[src/include/wsr_pkg.sv]
// Package of constants and types for the word shift and rotate unit.
`default_nettype none
package wsr_pkg;
   // Word width and bus geometry.
   localparam int unsigned WORD_W        = 16;
   localparam int unsigned AXI_AW        = 8;
   localparam int unsigned AXI_DW        = 32;
   // Operation codes as issued by the sequencer.
   localparam logic [7:0]  OP_SHL        = 8'h25;
   localparam logic [7:0]  OP_SHR        = 8'h26;
   localparam logic [7:0]  OP_ROL        = 8'h27;
   localparam logic [7:0]  OP_SET_CARRY  = 8'h40;
   localparam logic [7:0]  OP_CLR_CARRY  = 8'h41;
   // Register byte offsets.
   localparam logic [7:0]  REG_CTRL      = 8'h00;
   localparam logic [7:0]  REG_OPERAND   = 8'h04;
   localparam logic [7:0]  REG_RESULT    = 8'h08;
   localparam logic [7:0]  REG_FLAGS     = 8'h0C;
   localparam logic [7:0]  REG_IRQ_STAT  = 8'h10;
   localparam logic [7:0]  REG_IRQ_MASK  = 8'h14;
   // Control register fields: op code in 7:0, execution condition in 8.
   localparam int unsigned CTRL_OP_LSB   = 0;
   localparam int unsigned CTRL_COND_BIT = 8;
   // Flag bit positions in the flags register; status and mask registers use the IRQ bits.
   localparam int unsigned FLG_ERR       = 0;
   localparam int unsigned FLG_ZERO      = 1;
   localparam int unsigned FLG_CARRY     = 2;
   localparam int unsigned FLG_NEG       = 3;
   localparam int unsigned FLG_W         = 4;
   // Interrupt status bits: done, and carry-out of one.
   localparam int unsigned IRQ_DONE      = 0;
   localparam int unsigned IRQ_CARRY     = 1;
   localparam int unsigned IRQ_W         = 2;
   // Reset values and the slave error response.
   localparam logic [15:0] RST_WORD      = 16'h0000;
   localparam logic [3:0]  RST_FLAGS     = 4'h0;
   localparam logic [1:0]  RST_RESP_OK   = 2'h0;
   localparam logic [1:0]  RESP_SLVERR   = 2'h2;
   // Operation kinds decoded from the code.
   typedef enum logic [2:0] {
      WSR_NONE  = 3'b000,
      WSR_SHL   = 3'b001,
      WSR_SHR   = 3'b010,
      WSR_ROL   = 3'b011,
      WSR_SETC  = 3'b100,
      WSR_CLRC  = 3'b101
   } wsr_op_type;
endpackage
`default_nettype wire

[src/include/wsr_alu_if.sv]
// Interface carrying one operation between the control file and the ALU.
`timescale 1ns/100ps
`default_nettype none
interface wsr_alu_if;
   wsr_pkg::wsr_op_type op;
   logic [15:0]         word_in;
   logic                carry_in;
   logic [15:0]         word_out;
   logic [3:0]          flags_out;
   logic                changes;
   modport ctl (output op, word_in, carry_in,
                input word_out, flags_out, changes);
   modport alu (input op, word_in, carry_in,
                output word_out, flags_out, changes);
endinterface
`default_nettype wire

[src/logic/wsr_alu.sv]
// Combinational single-bit shift and rotate datapath with flag results.
`timescale 1ns/100ps
`default_nettype none
module wsr_alu (
   // Operation in, result out.
   wsr_alu_if.alu       a
);
   // Compute result word and the four flags for the decoded operation.
   always_comb begin
      logic       out_bit;
      out_bit     = 1'b0;
      a.word_out  = a.word_in;
      a.flags_out = wsr_pkg::RST_FLAGS;
      a.changes   = 1'b1;
      unique case (a.op)
         wsr_pkg::WSR_SHL: begin
            a.word_out = {a.word_in[14:0], 1'b0};
            out_bit    = a.word_in[15];
         end
         wsr_pkg::WSR_SHR: begin
            a.word_out = {1'b0, a.word_in[15:1]};
            out_bit    = a.word_in[0];
         end
         wsr_pkg::WSR_ROL: begin
            a.word_out = {a.word_in[14:0], a.carry_in};
            out_bit    = a.word_in[15];
         end
         default: begin
            a.changes = 1'b0;
         end
      endcase
      // Error always off; zero and negative follow the result.
      a.flags_out[wsr_pkg::FLG_ERR]   = 1'b0;
      a.flags_out[wsr_pkg::FLG_ZERO]  = (a.word_out == 16'h0000);
      a.flags_out[wsr_pkg::FLG_CARRY] = out_bit;
      // Right shift fills bit 15 with zero, so negative is off there too.
      a.flags_out[wsr_pkg::FLG_NEG]   = a.word_out[15];
   end
endmodule
`default_nettype wire

[src/logic/wsr_top.sv]
// Shift and rotate unit with an AXI4-Lite register slave and interrupt.
// Summary of operation
// - Code 25 shifts the word left by one, fills bit 0 with zero and sends old bit 15 to carry.
// - Code 26 shifts the word right by one, fills bit 15 with zero, sends old bit 0 to carry and clears negative.
// - Code 27 rotates the word and carry as a 17-bit ring, old carry into bit 0 and old bit 15 into carry.
// - Every shift or rotate sets the zero flag exactly when the result is zero and clears the error flag.
// - Carry takes the value of the bit moved into it on every shift or rotate.
// - Left shift and rotate set negative from bit 15 of the result.
// - An operation acts once, only under a true execution condition, and otherwise leaves the word alone.
//
// Register access over AXI4-Lite and the address map were chosen for this implementation.
`timescale 1ns/100ps
`default_nettype none
module wsr_top (
   // Clock, reset and clock enable.
   input  wire logic        clk,
   input  wire logic        rst,
   input  wire logic        ce,
   // AXI4-Lite write address channel.
   input  wire logic [7:0]  s_axi_awaddr,
   input  wire logic        s_axi_awvalid,
   output logic             s_axi_awready,
   // AXI4-Lite write data channel.
   input  wire logic [31:0] s_axi_wdata,
   input  wire logic [3:0]  s_axi_wstrb,
   input  wire logic        s_axi_wvalid,
   output logic             s_axi_wready,
   // AXI4-Lite write response channel.
   output logic [1:0]       s_axi_bresp,
   output logic             s_axi_bvalid,
   input  wire logic        s_axi_bready,
   // AXI4-Lite read address channel.
   input  wire logic [7:0]  s_axi_araddr,
   input  wire logic        s_axi_arvalid,
   output logic             s_axi_arready,
   // AXI4-Lite read data channel.
   output logic [31:0]      s_axi_rdata,
   output logic [1:0]       s_axi_rresp,
   output logic             s_axi_rvalid,
   input  wire logic        s_axi_rready,
   // Flag outputs and interrupt.
   output logic             carry_flag,
   output logic             zero_result_flag,
   output logic             error_flag,
   output logic             negative_flag,
   output logic             irq
);
   // Register state.
   logic [15:0]       operand_word_r, operand_word_nxt;
   logic [3:0]        flags_r, flags_nxt;
   logic [wsr_pkg::IRQ_W-1:0] stat_r, stat_nxt, mask_r, mask_nxt;
   logic              irq_r, irq_nxt;
   // Bus state.
   logic              aw_have_r, aw_have_nxt, w_have_r, w_have_nxt;
   logic [7:0]        awaddr_r, awaddr_nxt;
   logic [31:0]       wdata_r, wdata_nxt;
   logic [3:0]        wstrb_r, wstrb_nxt;
   logic              bvalid_r, bvalid_nxt, rvalid_r, rvalid_nxt;
   logic [1:0]        bresp_r, bresp_nxt, rresp_r, rresp_nxt;
   logic [31:0]       rdata_r, rdata_nxt;
   logic              do_write, do_read;

   wsr_alu_if alu_bus ();

   wsr_alu u_alu (
      .a (alu_bus.alu)
   );

   // Map an operation code to its kind; unknown codes do nothing.
   function automatic wsr_pkg::wsr_op_type decode_op(input logic [7:0] c);
      wsr_pkg::wsr_op_type k;
      k = wsr_pkg::WSR_NONE;
      if (c == wsr_pkg::OP_SHL) k = wsr_pkg::WSR_SHL;
      if (c == wsr_pkg::OP_SHR) k = wsr_pkg::WSR_SHR;
      if (c == wsr_pkg::OP_ROL) k = wsr_pkg::WSR_ROL;
      if (c == wsr_pkg::OP_SET_CARRY) k = wsr_pkg::WSR_SETC;
      if (c == wsr_pkg::OP_CLR_CARRY) k = wsr_pkg::WSR_CLRC;
      return k;
   endfunction

   // Apply byte strobes to the low 16 bits of a word.
   function automatic logic [15:0] merge16(input logic [15:0] old,
                                           input logic [31:0] d,
                                           input logic [3:0]  s);
      logic [15:0] m;
      m = old;
      if (s[0]) m[7:0] = d[7:0];
      if (s[1]) m[15:8] = d[15:8];
      return m;
   endfunction

   // A write commits once address and data are both held and B is free.
   // Waiting for B to drain keeps one response from overwriting another.
   assign do_write = aw_have_r && w_have_r && !bvalid_r;
   assign do_read  = s_axi_arvalid && !rvalid_r;

   // Command from a control write; the condition bit gates execution.
   always_comb begin
      alu_bus.op       = wsr_pkg::WSR_NONE;
      alu_bus.word_in  = operand_word_r;
      alu_bus.carry_in = flags_r[wsr_pkg::FLG_CARRY];
      // Only a control write with a true condition issues an operation.
      if (do_write && awaddr_r == wsr_pkg::REG_CTRL && wstrb_r[1]
          && wdata_r[wsr_pkg::CTRL_COND_BIT]) begin
         alu_bus.op = decode_op(wdata_r[wsr_pkg::CTRL_OP_LSB +: 8]);
      end
   end

   // Write channel capture and register updates.
   always_comb begin
      aw_have_nxt      = aw_have_r;
      w_have_nxt       = w_have_r;
      awaddr_nxt       = awaddr_r;
      wdata_nxt        = wdata_r;
      wstrb_nxt        = wstrb_r;
      bvalid_nxt       = bvalid_r;
      bresp_nxt        = bresp_r;
      operand_word_nxt = operand_word_r;
      flags_nxt        = flags_r;
      stat_nxt         = stat_r;
      mask_nxt         = mask_r;

      // Address and data are held apart, so either may arrive first.
      if (s_axi_awvalid && !aw_have_r) begin
         aw_have_nxt = 1'b1;
         awaddr_nxt  = s_axi_awaddr;
      end
      if (s_axi_wvalid && !w_have_r) begin
         w_have_nxt = 1'b1;
         wdata_nxt  = s_axi_wdata;
         wstrb_nxt  = s_axi_wstrb;
      end
      if (bvalid_r && s_axi_bready) begin
         bvalid_nxt = 1'b0;
      end

      if (do_write) begin
         aw_have_nxt = 1'b0;
         w_have_nxt  = 1'b0;
         bvalid_nxt  = 1'b1;
         bresp_nxt   = wsr_pkg::RST_RESP_OK;
         unique case (awaddr_r)
            wsr_pkg::REG_CTRL: ;
            wsr_pkg::REG_OPERAND:
               operand_word_nxt = merge16(operand_word_r, wdata_r, wstrb_r);
            wsr_pkg::REG_FLAGS:
               if (wstrb_r[0]) flags_nxt = wdata_r[wsr_pkg::FLG_W-1:0];
            wsr_pkg::REG_IRQ_STAT:
               if (wstrb_r[0]) stat_nxt = stat_r & ~wdata_r[wsr_pkg::IRQ_W-1:0];
            wsr_pkg::REG_IRQ_MASK:
               if (wstrb_r[0]) mask_nxt = wdata_r[wsr_pkg::IRQ_W-1:0];
            wsr_pkg::REG_RESULT: ;
            default: bresp_nxt = wsr_pkg::RESP_SLVERR;
         endcase
      end

      // Result and all flags land in the accepting cycle.
      if (alu_bus.changes) begin
         operand_word_nxt = alu_bus.word_out;
         flags_nxt        = alu_bus.flags_out;
         stat_nxt[wsr_pkg::IRQ_DONE] = 1'b1;
         if (alu_bus.flags_out[wsr_pkg::FLG_CARRY])
            stat_nxt[wsr_pkg::IRQ_CARRY] = 1'b1;
      end
      // Carry preset ahead of a rotate touches carry only.
      if (alu_bus.op == wsr_pkg::WSR_SETC)
         flags_nxt[wsr_pkg::FLG_CARRY] = 1'b1;
      if (alu_bus.op == wsr_pkg::WSR_CLRC)
         flags_nxt[wsr_pkg::FLG_CARRY] = 1'b0;
   end

   // Read channel: one-cycle answer, unmapped reads return SLVERR.
   always_comb begin
      rvalid_nxt = rvalid_r;
      rdata_nxt  = rdata_r;
      rresp_nxt  = rresp_r;

      if (rvalid_r && s_axi_rready) begin
         rvalid_nxt = 1'b0;
      end
      if (do_read) begin
         rvalid_nxt = 1'b1;
         rresp_nxt  = wsr_pkg::RST_RESP_OK;
         rdata_nxt  = 32'h0000_0000;
         unique case (s_axi_araddr)
            wsr_pkg::REG_CTRL: ;
            wsr_pkg::REG_OPERAND,
            wsr_pkg::REG_RESULT:   rdata_nxt[15:0] = operand_word_r;
            wsr_pkg::REG_FLAGS:    rdata_nxt[3:0]  = flags_r;
            wsr_pkg::REG_IRQ_STAT: rdata_nxt[1:0]  = stat_r;
            wsr_pkg::REG_IRQ_MASK: rdata_nxt[1:0]  = mask_r;
            default:               rresp_nxt = wsr_pkg::RESP_SLVERR;
         endcase
      end
   end

   // Interrupt level follows the next status, so it is registered too.
   always_comb begin
      irq_nxt = |(stat_nxt & mask_nxt);
   end

   // Register all state; clock enable low freezes everything.
   always_ff @(posedge clk) begin
      if (rst) begin
         aw_have_r      <= 1'b0;
         w_have_r       <= 1'b0;
         awaddr_r       <= 8'h00;
         wdata_r        <= 32'h0000_0000;
         wstrb_r        <= 4'h0;
         bvalid_r       <= 1'b0;
         bresp_r        <= wsr_pkg::RST_RESP_OK;
         rvalid_r       <= 1'b0;
         rresp_r        <= wsr_pkg::RST_RESP_OK;
         rdata_r        <= 32'h0000_0000;
         operand_word_r <= wsr_pkg::RST_WORD;
         flags_r        <= wsr_pkg::RST_FLAGS;
         stat_r         <= 2'h0;
         mask_r         <= 2'h0;
         irq_r          <= 1'b0;
      end else if (ce) begin
         aw_have_r      <= aw_have_nxt;
         w_have_r       <= w_have_nxt;
         awaddr_r       <= awaddr_nxt;
         wdata_r        <= wdata_nxt;
         wstrb_r        <= wstrb_nxt;
         bvalid_r       <= bvalid_nxt;
         bresp_r        <= bresp_nxt;
         rvalid_r       <= rvalid_nxt;
         rresp_r        <= rresp_nxt;
         rdata_r        <= rdata_nxt;
         operand_word_r <= operand_word_nxt;
         flags_r        <= flags_nxt;
         stat_r         <= stat_nxt;
         mask_r         <= mask_nxt;
         irq_r          <= irq_nxt;
      end
   end

   // Readies are a flop gated by the clock enable, so no handshake is
   // offered while state is frozen; every other output is a flop.
   assign s_axi_awready    = ce && !aw_have_r;
   assign s_axi_wready     = ce && !w_have_r;
   assign s_axi_bvalid     = bvalid_r;
   assign s_axi_bresp      = bresp_r;
   assign s_axi_arready    = ce && !rvalid_r;
   assign s_axi_rvalid     = rvalid_r;
   assign s_axi_rdata      = rdata_r;
   assign s_axi_rresp      = rresp_r;
   assign carry_flag       = flags_r[wsr_pkg::FLG_CARRY];
   assign zero_result_flag = flags_r[wsr_pkg::FLG_ZERO];
   assign error_flag       = flags_r[wsr_pkg::FLG_ERR];
   assign negative_flag    = flags_r[wsr_pkg::FLG_NEG];
   assign irq              = irq_r;

   // Checks on the datapath outcome, one cycle after acceptance.
   chk_shl_result: assert property (@(posedge clk) disable iff (rst)
      ce && alu_bus.op == wsr_pkg::WSR_SHL |=>
      operand_word_r == {$past(operand_word_r[14:0]), 1'b0}
      && carry_flag == $past(operand_word_r[15]))
      else $error("Left shift result or carry wrong.");

   chk_shr_result: assert property (@(posedge clk) disable iff (rst)
      ce && alu_bus.op == wsr_pkg::WSR_SHR |=>
      operand_word_r == {1'b0, $past(operand_word_r[15:1])}
      && carry_flag == $past(operand_word_r[0]) && !negative_flag)
      else $error("Right shift result, carry or negative wrong.");

   chk_rol_ring: assert property (@(posedge clk) disable iff (rst)
      ce && alu_bus.op == wsr_pkg::WSR_ROL |=>
      {carry_flag, operand_word_r} ==
      {$past(operand_word_r), $past(carry_flag)})
      else $error("Rotate through carry ring wrong.");

   // Flag checks after any shift or rotate.
   chk_zero_err: assert property (@(posedge clk) disable iff (rst)
      ce && alu_bus.changes |=>
      !error_flag && zero_result_flag == (operand_word_r == 16'h0000))
      else $error("Zero or error flag wrong after shift.");

   chk_carry_in: assert property (@(posedge clk) disable iff (rst)
      ce && alu_bus.changes |=> carry_flag ==
      ($past(alu_bus.op) == wsr_pkg::WSR_SHR ? $past(operand_word_r[0])
      : $past(operand_word_r[15])))
      else $error("Carry does not hold the bit shifted out.");

   chk_neg_left: assert property (@(posedge clk) disable iff (rst)
      ce && (alu_bus.op == wsr_pkg::WSR_SHL
      || alu_bus.op == wsr_pkg::WSR_ROL) |=>
      negative_flag == operand_word_r[15])
      else $error("Negative flag does not follow bit 15.");

   // Gating and timing of an operation.
   chk_no_cond: assert property (@(posedge clk) disable iff (rst)
      ce && do_write && awaddr_r == wsr_pkg::REG_CTRL
      && !wdata_r[wsr_pkg::CTRL_COND_BIT] |=>
      $stable(operand_word_r) && $stable(flags_r))
      else $error("Word changed without execution condition.");

   chk_carry_preset: assert property (@(posedge clk) disable iff (rst)
      ce && alu_bus.op == wsr_pkg::WSR_SETC |=> carry_flag)
      else $error("Set carry did not set carry.");

   chk_carry_clear: assert property (@(posedge clk) disable iff (rst)
      ce && alu_bus.op == wsr_pkg::WSR_CLRC |=> !carry_flag)
      else $error("Clear carry did not clear carry.");

   chk_same_cycle: assert property (@(posedge clk) disable iff (rst)
      ce && alu_bus.changes |=>
      operand_word_r == $past(alu_bus.word_out)
      && flags_r == $past(alu_bus.flags_out))
      else $error("Result not written in the accepting cycle.");

   // A low clock enable must hold the word, the flags, the status and the interrupt.
   chk_ce_freeze: assert property (@(posedge clk) disable iff (rst)
      !ce |=> $stable(operand_word_r) && $stable(flags_r)
      && $stable(stat_r) && $stable(irq))
      else $error("State moved while the clock enable was low.");

   // Each shift or rotate raises done, and a carry-out of one raises carry.
   chk_status_events: assert property (@(posedge clk) disable iff (rst)
      ce && alu_bus.changes |=> stat_r[wsr_pkg::IRQ_DONE]
      && (!carry_flag || stat_r[wsr_pkg::IRQ_CARRY]))
      else $error("Status event bit not raised by an operation.");

   // The pin is a registered copy of the masked status; it changes on
   // the same edge as the event and is never out of step with the status.
   chk_irq_level: assert property (@(posedge clk) disable iff (rst)
      irq == |(stat_r & mask_r))
      else $error("Interrupt level disagrees with status and mask.");

   // Holes in the map answer with an error and read as zero.
   chk_rd_hole: assert property (@(posedge clk) disable iff (rst)
      ce && do_read && s_axi_araddr > wsr_pkg::REG_IRQ_MASK |=>
      s_axi_rresp == wsr_pkg::RESP_SLVERR && s_axi_rdata == 32'h0000_0000)
      else $error("Unmapped read not refused.");

   chk_wr_hole: assert property (@(posedge clk) disable iff (rst)
      ce && do_write && awaddr_r > wsr_pkg::REG_IRQ_MASK |=>
      s_axi_bresp == wsr_pkg::RESP_SLVERR)
      else $error("Unmapped write not refused.");
endmodule
`default_nettype wire

[config.mk]
export PLATFORM = sky130hd
export DESIGN_NAME = wsr_top
export DESIGN_NICKNAME = d
export VERILOG_FILES = /design/src/include/wsr_pkg.sv /design/src/include/wsr_alu_if.sv /design/src/logic/wsr_alu.sv /design/src/logic/wsr_top.sv
export SDC_FILE = /design/constraint.sdc
export NUM_CORES = 1
export LEC_CHECK = 0
export BUFFER_PORTS_ARGS = -buffer_cell sky130_fd_sc_hd__buf_4
export CORE_UTILIZATION = 52
export CTS_BUF_LIST = sky130_fd_sc_hd__clkbuf_8 sky130_fd_sc_hd__clkbuf_16
export DETAILED_ROUTE_END_ITERATION = 8
export PLACE_DENSITY = 0.78
export SLEW_MARGIN = 20
export SYNTH_ARGS = -nofsm -noshare
export SYNTH_HDL_FRONTEND = slang
export SYNTH_SLANG_ARGS = --single-unit
[constraint.sdc]
create_clock -name clk -period 2.3 [get_ports clk]
set_input_delay 0.345 -clock clk [delete_from_list [all_inputs] [get_ports clk]]
set_output_delay 0.345 -clock clk [all_outputs]
set_load 0.005 [all_outputs]
==> results of run 1 <==
cells by family after synthesis:
group / Yosys count
compound gates: 116
buf+inv: 48
mux: 18
xor+xnor: 1
flops: 73
simple gates: 190
other cells: 1
registers in the layout, indices dropped and copies added, names as in the netlist, 2 cells and up:
name	count
s_axi_rdata	16
stat_r	2
alu_bus.word_in	16
mask_r	2
wdata_r	16
wstrb_r	2
flags_r	4
awaddr_r	8
stage by stage:
stage          total power, mW  hold WS [ns]  worst slack (ns)  cells  cell area, um^2
2_1_floorplan             1.51         0.436             0.225    464             3710
4_1_cts                   2.60         0.213           0.00696    626             4490
5_1_grt                   2.67         0.224          0.000417    626             4490
6_report                  2.57         0.227             0.123    626             4490
3_3_place_gp              1.60         0.447             0.119    610             4290
3_5_place_dp              1.61         0.451            0.0393    610             4290
tightest hold or removal path: stages:
cell and delay (ns):
buf_4 0.07, mux2i_1 0.05, nor2_1 0.07
placed cells by master, fill, tap and decap left out, drive strengths merged, types with 6 or more instances in the layout:
cell type  count
buf           95
mux2i         16
dfxtp         73
o21ai         13
nor2          55
a22oi         21
a211oi        10
clkbuf         9
conb          18
nand3          8
nand2         66
nor3          23
nand2b         6
a21oi         41
final timing paths:
check,from,slack [ns],endpoint
worst max-delay path,wdata_r[6]$_SDFFE_PP0P_,0.12,alu_bus.word_in[0]$_SDFFE_PP0P_
worst min-delay path,s_axi_awaddr[1],0.23,awaddr_r[1]$_SDFFE_PP0P_
worst max register to register,wdata_r[6]$_SDFFE_PP0P_,0.12,alu_bus.word_in[0]$_SDFFE_PP0P_
worst min register to register,wdata_r[10]$_SDFFE_PP0P_,0.46,wdata_r[10]$_SDFFE_PP0P_
repair_timing:
| action | 4_1_cts | 5_1_grt |
|---|---|---|
| hold endpoints to repair | 0 | 0 |
| setup endpoints to repair | 0 | 14 |
| gates resized for setup | 0 | 3 |
where the power goes:
part	switching, mW	internal, mW	total, mW
sequential	0.0288	1.29	1.32
clock	0.493	0.500	0.993
combinational	0.140	0.119	0.259
total	0.661	1.91	2.57
layer usage:
layer  routed length, um  GRT usage, %
met1                4490          37.3
met2                4190          41.2
met3                 407          4.81
met4                 158          9.24
met5                   0             0
layout make-up:
cell class	instances	area [um^2]	area share [%]
clock inverter	7	71.3	1.59
inverter	3	11.3	0.251
clock buffer	9	124	2.76
timing repair buffer	95	713	15.9
multi-input combinational	343	1990	44.3
sequential	73	1460	32.6
tap	96	120	2.68
==> results.json, run 1 <==
{
  "status": "completed",
  "path_max_fanout": 15,
  "crit_cells": 7,
  "synth_area_mm2": 0.00365,
  "wirelength_um": 9240,
  "synth_mux_area_share_pct": 5.01,
  "rsz0062_at_grt": "false",
  "cp_num_buf_inv": 1,
  "async_flop_share_pct": 0,
  "fin_crit_ns": 2.18,
  "ios": 106,
  "endpoint_kind": "flop",
  "core_mm2": 0.00679,
  "ys_seq_elements": 73,
  "r2r_cells": 7,
  "synth_cells": 447,
  "crit_family": "compound AO/OA/AOI/OAI gates",
  "portBuffers": 69,
  "synth-seq-area-share_pct": 40.1,
  "synth_simple_gate_area_share_pct": 25.5,
  "grt_remaining_overflow": 0,
  "clkLatencyLatePin_ns": 0.35,
  "clockRootBuffer": "clkbuf_8",
  "grt_max_degree": 29,
  "antenna_left": 0,
  "max_slew.worst_pin.slew_ns": 0.557,
  "area_growth_pct": 23.0,
  "synth-edff-count": 0,
  "synth_xor_xnor_area_share_pct": 0.240,
  "leakage_nw": 1.81,
  "die_w_um": 85.8,
  "gp_congestion": 0.864,
  "clock_sinks": 73,
  "fill_cells": 618,
  "worstSetupStartpointType": "flop",
  "track_usage_pct": 26.6,
  "max_clock_freq_ghz": 0.459,
  "fin_util_pct": 66.1,
  "clockBufferDepth": 2,
  "via_count": 3478,
  "via_per_inst": 5.56,
  "rows": 30,
  "tritoncts": "done",
  "synth_most_common_cell": "dfxtp_1",
  "netlist-cell-type-count": 58,
  "synth_compound_area_share_pct": 21.7,
  "yosysWarnings": 0,
  "die_h_um": 85.8,
  "fin_crit_sh_pct": 94.6,
  "cp_cell_sequence": "nor4b_2, o21ai_2, a2111oi_4, buf_4, o21a_4, mux2i_1, nor2_1",
  "synthAdderAreaFrac_pct": 0,
  "start_util_pct": 53.7,
  "worst_hold_path_type": "input pin to flop",
  "grt_pass1_wl_um": 15200,
  "first_global_vias": 3122,
  "hold_depth": 3,
  "yosysTopAreaCell": "dfxtp_1",
  "cts_buffers": 9,
  "worstPathRequired_ns": 2.53,
  "arrival_ns": 2.41,
  "hold_buffers": 0,
  "final_hold_viol_count": 0,
  "dieArea_mm2": 0.00736,
  "synth_top_area_share_pct": 40.1,
  "worst_path_largest_cell_delay_ns": 0.44,
  "synth_common_cells": "dfxtp_1, nand2_1, nor2_1, a21oi_1",
  "drt_iter0_drc": 324,
  "crit_type": "flop to flop",
  "diodes": 0,
  "synth_top_family_by_area": "simple AND/OR/NAND/NOR gates",
  "layout.nets": 585,
  "slew_violations": 0,
  "power_density_mw_per_mm2": 573,
  "irDropWorstVdd_mv": 0.330,
  "tns_ns": 0,
  "cap_violations": 0,
  "drc_errors": 0,
  "dr.pass1.iters": 5,
  "yosys-top-cells-area": "dfxtp_1, nand2_1, nor2_1",
  "wl_per_cell_um": 14.8,
  "synth.avg_cell_area_um2": 8.16,
  "clk_pin_slew_ns": 0.08,
  "slowest_stage": "dfxtp_1",
  "slew_headroom_pct": 62.6,
  "antenna_found_initial": 0,
  "layout-drive-gt1-share_pct": 24.0,
  "dp_hpwl_um": 6770,
  "clock_skew_ns": 0.00675,
  "post_cts_buffers": 0,
  "setup_violations": 0,
  "synthFlopType": "dfxtp_1",
  "h-tree-depth": 3
}
(Power assumes the default switching activity.)
==> run 2, diff against run 1 <==
CORE_UTILIZATION = 56   (was 52)
PLACE_DENSITY = 0.83   (was 0.78)
clock period = 2.79 ns   (was 2.3 ns; I/O delays follow)
==> run 2 against run 1 <==
  * Via count shrank 0.46%
  * Register-to-register slack gained 0.20 ns
  * Worst hold slack gained 0.074 ns
  * Flip-flop and latch count is the same
  * Core utilization grew 3.4 points
  * Routed wire length shrank 2.5%
  * Total power shrank 13%
  * Global-route usage grew 1.3 points
  * First-iteration DRC count shrank 29%
  * Largest cell class unchanged
  * Largest power group unchanged
==> results.json, run 2 (same netlist as run 1, synthesis figures left out) <==
{
  "status": "completed",
  "clk_pin_slew_ns": 0.08,
  "worst_hold_path_type": "input pin to flop",
  "clockRootBuffer": "clkbuf_8",
  "grt_max_degree": 46,
  "crit_type": "flop to flop",
  "clkLatencyLatePin_ns": 0.35,
  "final_hold_viol_count": 0,
  "area_growth_pct": 20.2,
  "core_mm2": 0.00631,
  "layout-drive-gt1-share_pct": 21.2,
  "tns_ns": 0,
  "fin_crit_sh_pct": 88.4,
  "final_common_cell": "buf_4",
  "instances_no_fill": 592,
  "max_clock_freq_ghz": 0.405,
  "hp-start": "s_axi_awaddr[1]",
  "first_global_vias": 2956,
  "grt_remaining_overflow": 0,
  "netSwitchingPower_uw": 526,
  "combPwrFrac_pct": 9.0,
  "track_usage_pct": 27.8,
  "post-place-cells": 576,
  "wirelength_um": 9010,
  "tritoncts": "done",
  "hold_buffers": 0,
  "setup_violations": 0,
  "rsz0062_at_grt": "false",
  "irDropWorstVdd_mv": 0.359,
  "diodes": 0,
  "dp_hpwl_um": 6480,
  "post_cts_buffers": 0,
  "layout.nets": 570,
  "via_count": 3462,
  "wl_per_cell_um": 15.2,
  "regToRegStartpoint": "awaddr_r[4]$_SDFFE_PP0P_",
  "dr.pass1.iters": 6,
  "rows": 29,
  "fin_ws_ns": 0.323,
  "power_density_mw_per_mm2": 509,
  "cts_resized": 0,
  "via_per_inst": 5.85,
  "reg2reg_to": "alu_bus.word_in[14]$_SDFFE_PP0P_",
  "ff2ff_setup_slack_ns": 0.32,
  "clock_skew_ns": 0.00874,
  "portBuffers": 69,
  "dieArea_mm2": 0.00684,
  "clock_sinks": 73,
  "drt_iter0_drc": 231,
  "worstSetupStartpointType": "flop",
  "max_slew.worst_pin.slew_ns": 0.635,
  "gp_congestion": 0.909,
  "start_util_pct": 57.8,
  "worstPathRequired_ns": 3.00,
  "leakage_nw": 1.74,
  "clockBufferDepth": 2,
  "drc_errors": 0,
  "crit_start": "awaddr_r[4]$_SDFFE_PP0P_",
  "ios": 106,
  "r2r_cells": 6,
  "intPower_mw": 1.70,
  "fin_crit_ns": 2.47,
  "power_frac_seq_pct": 49.0,
  "hold-worst-slack_ns": 0.301,
  "die_w_um": 82.7,
  "slew_headroom_pct": 57.5,
  "grt_pass1_wl_um": 14100,
  "antenna_found_initial": 0,
  "endpoint_kind": "flop",
  "h-tree-depth": 3,
  "cap_violations": 0,
  "pre_cts_ws_ns": 0.401,
  "arrival_ns": 2.68,
  "antenna_left": 0,
  "path_max_fanout": 8,
  "die_h_um": 82.7,
  "layout_common_cells": "buf_4, dfxtp_1, nand2_1, nor2_1, a21oi_1",
  "cts_buffers": 9,
  "clkPwrFrac_pct": 42.0,
  "slew_violations": 0,
  "hold_depth": 3,
  "holdPathEnd": "awaddr_r[1]$_SDFFE_PP0P_",
  "netSwitchingFraction_pct": 23.6
}
[run 2: power groups by stage]
stage | Combinational [mW] | Sequential [mW] | Clock (mW)
detailed placement | 0.199 | 1.12 | 0
global placement | 0.194 | 1.12 | 0
CTS | 0.200 | 1.09 | 0.937
floorplan | 0.139 | 1.11 | 0
global route | 0.224 | 1.10 | 0.998
finish | 0.200 | 1.09 | 0.937
[run 2: cell type report]
type	instances	area [um^2]
timing repair buffer	80	601
sequential	73	1460
clock buffer	11	151
tap	77	96.3
inverter	3	11.3
fill	558	1930
multi-input combinational	343	1980
clock inverter	5	78.8
[run 2: how the worst max path moves through the flow]
stage	slack [ns]	cells after the start	end
detailed placement	0.40	6	alu_bus.word_in[14]$_SDFFE_PP0P_
CTS	0.39	6	alu_bus.word_in[14]$_SDFFE_PP0P_
global placement	0.49	6	alu_bus.word_in[14]$_SDFFE_PP0P_
global route	0.18	6	alu_bus.word_in[14]$_SDFFE_PP0P_
floorplan	0.72	6	alu_bus.word_in[12]$_SDFFE_PP0P_
finish	0.32	6	alu_bus.word_in[14]$_SDFFE_PP0P_
[run 2: worst max-delay path, stage by stage (launching register included)]
cell       delay, ns
dfxtp_1         0.38
nor4_4          0.45
nand4_4         0.23
a2111oi_4       0.52
o21ai_1         0.32
a221oi_1        0.32
a211oi_1        0.12
[run 2: per-layer routing]
| layer | up-vias | track usage (%) | wire [um] | part of all wire [%] |
|---|---|---|---|---|
| li1 | 1712 | - | - | - |
| met1 | 1597 | 37.3 | 4080 | 45 |
| met2 | 142 | 43.0 | 4190 | 47 |
| met3 | 11 | 6.15 | 631 | 7.0 |
| met4 | 0 | 11.7 | 108 | 1.2 |
| met5 | - | 0 | 0 | 0 |
[run 2: stage by stage]
| step | total power [mW] | utilization [%] | cell area, um^2 |
|---|---|---|---|
| after floorplan | 1.25 | - | 3710 |
| after global placement | 1.31 | 65.8 | 4150 |
| after detailed placement | 1.32 | 65.8 | 4150 |
| after CTS | 2.23 | 69.4 | 4380 |
| after global routing | 2.32 | 69.4 | 4380 |
| final | 2.23 | 69.4 | 4380 |
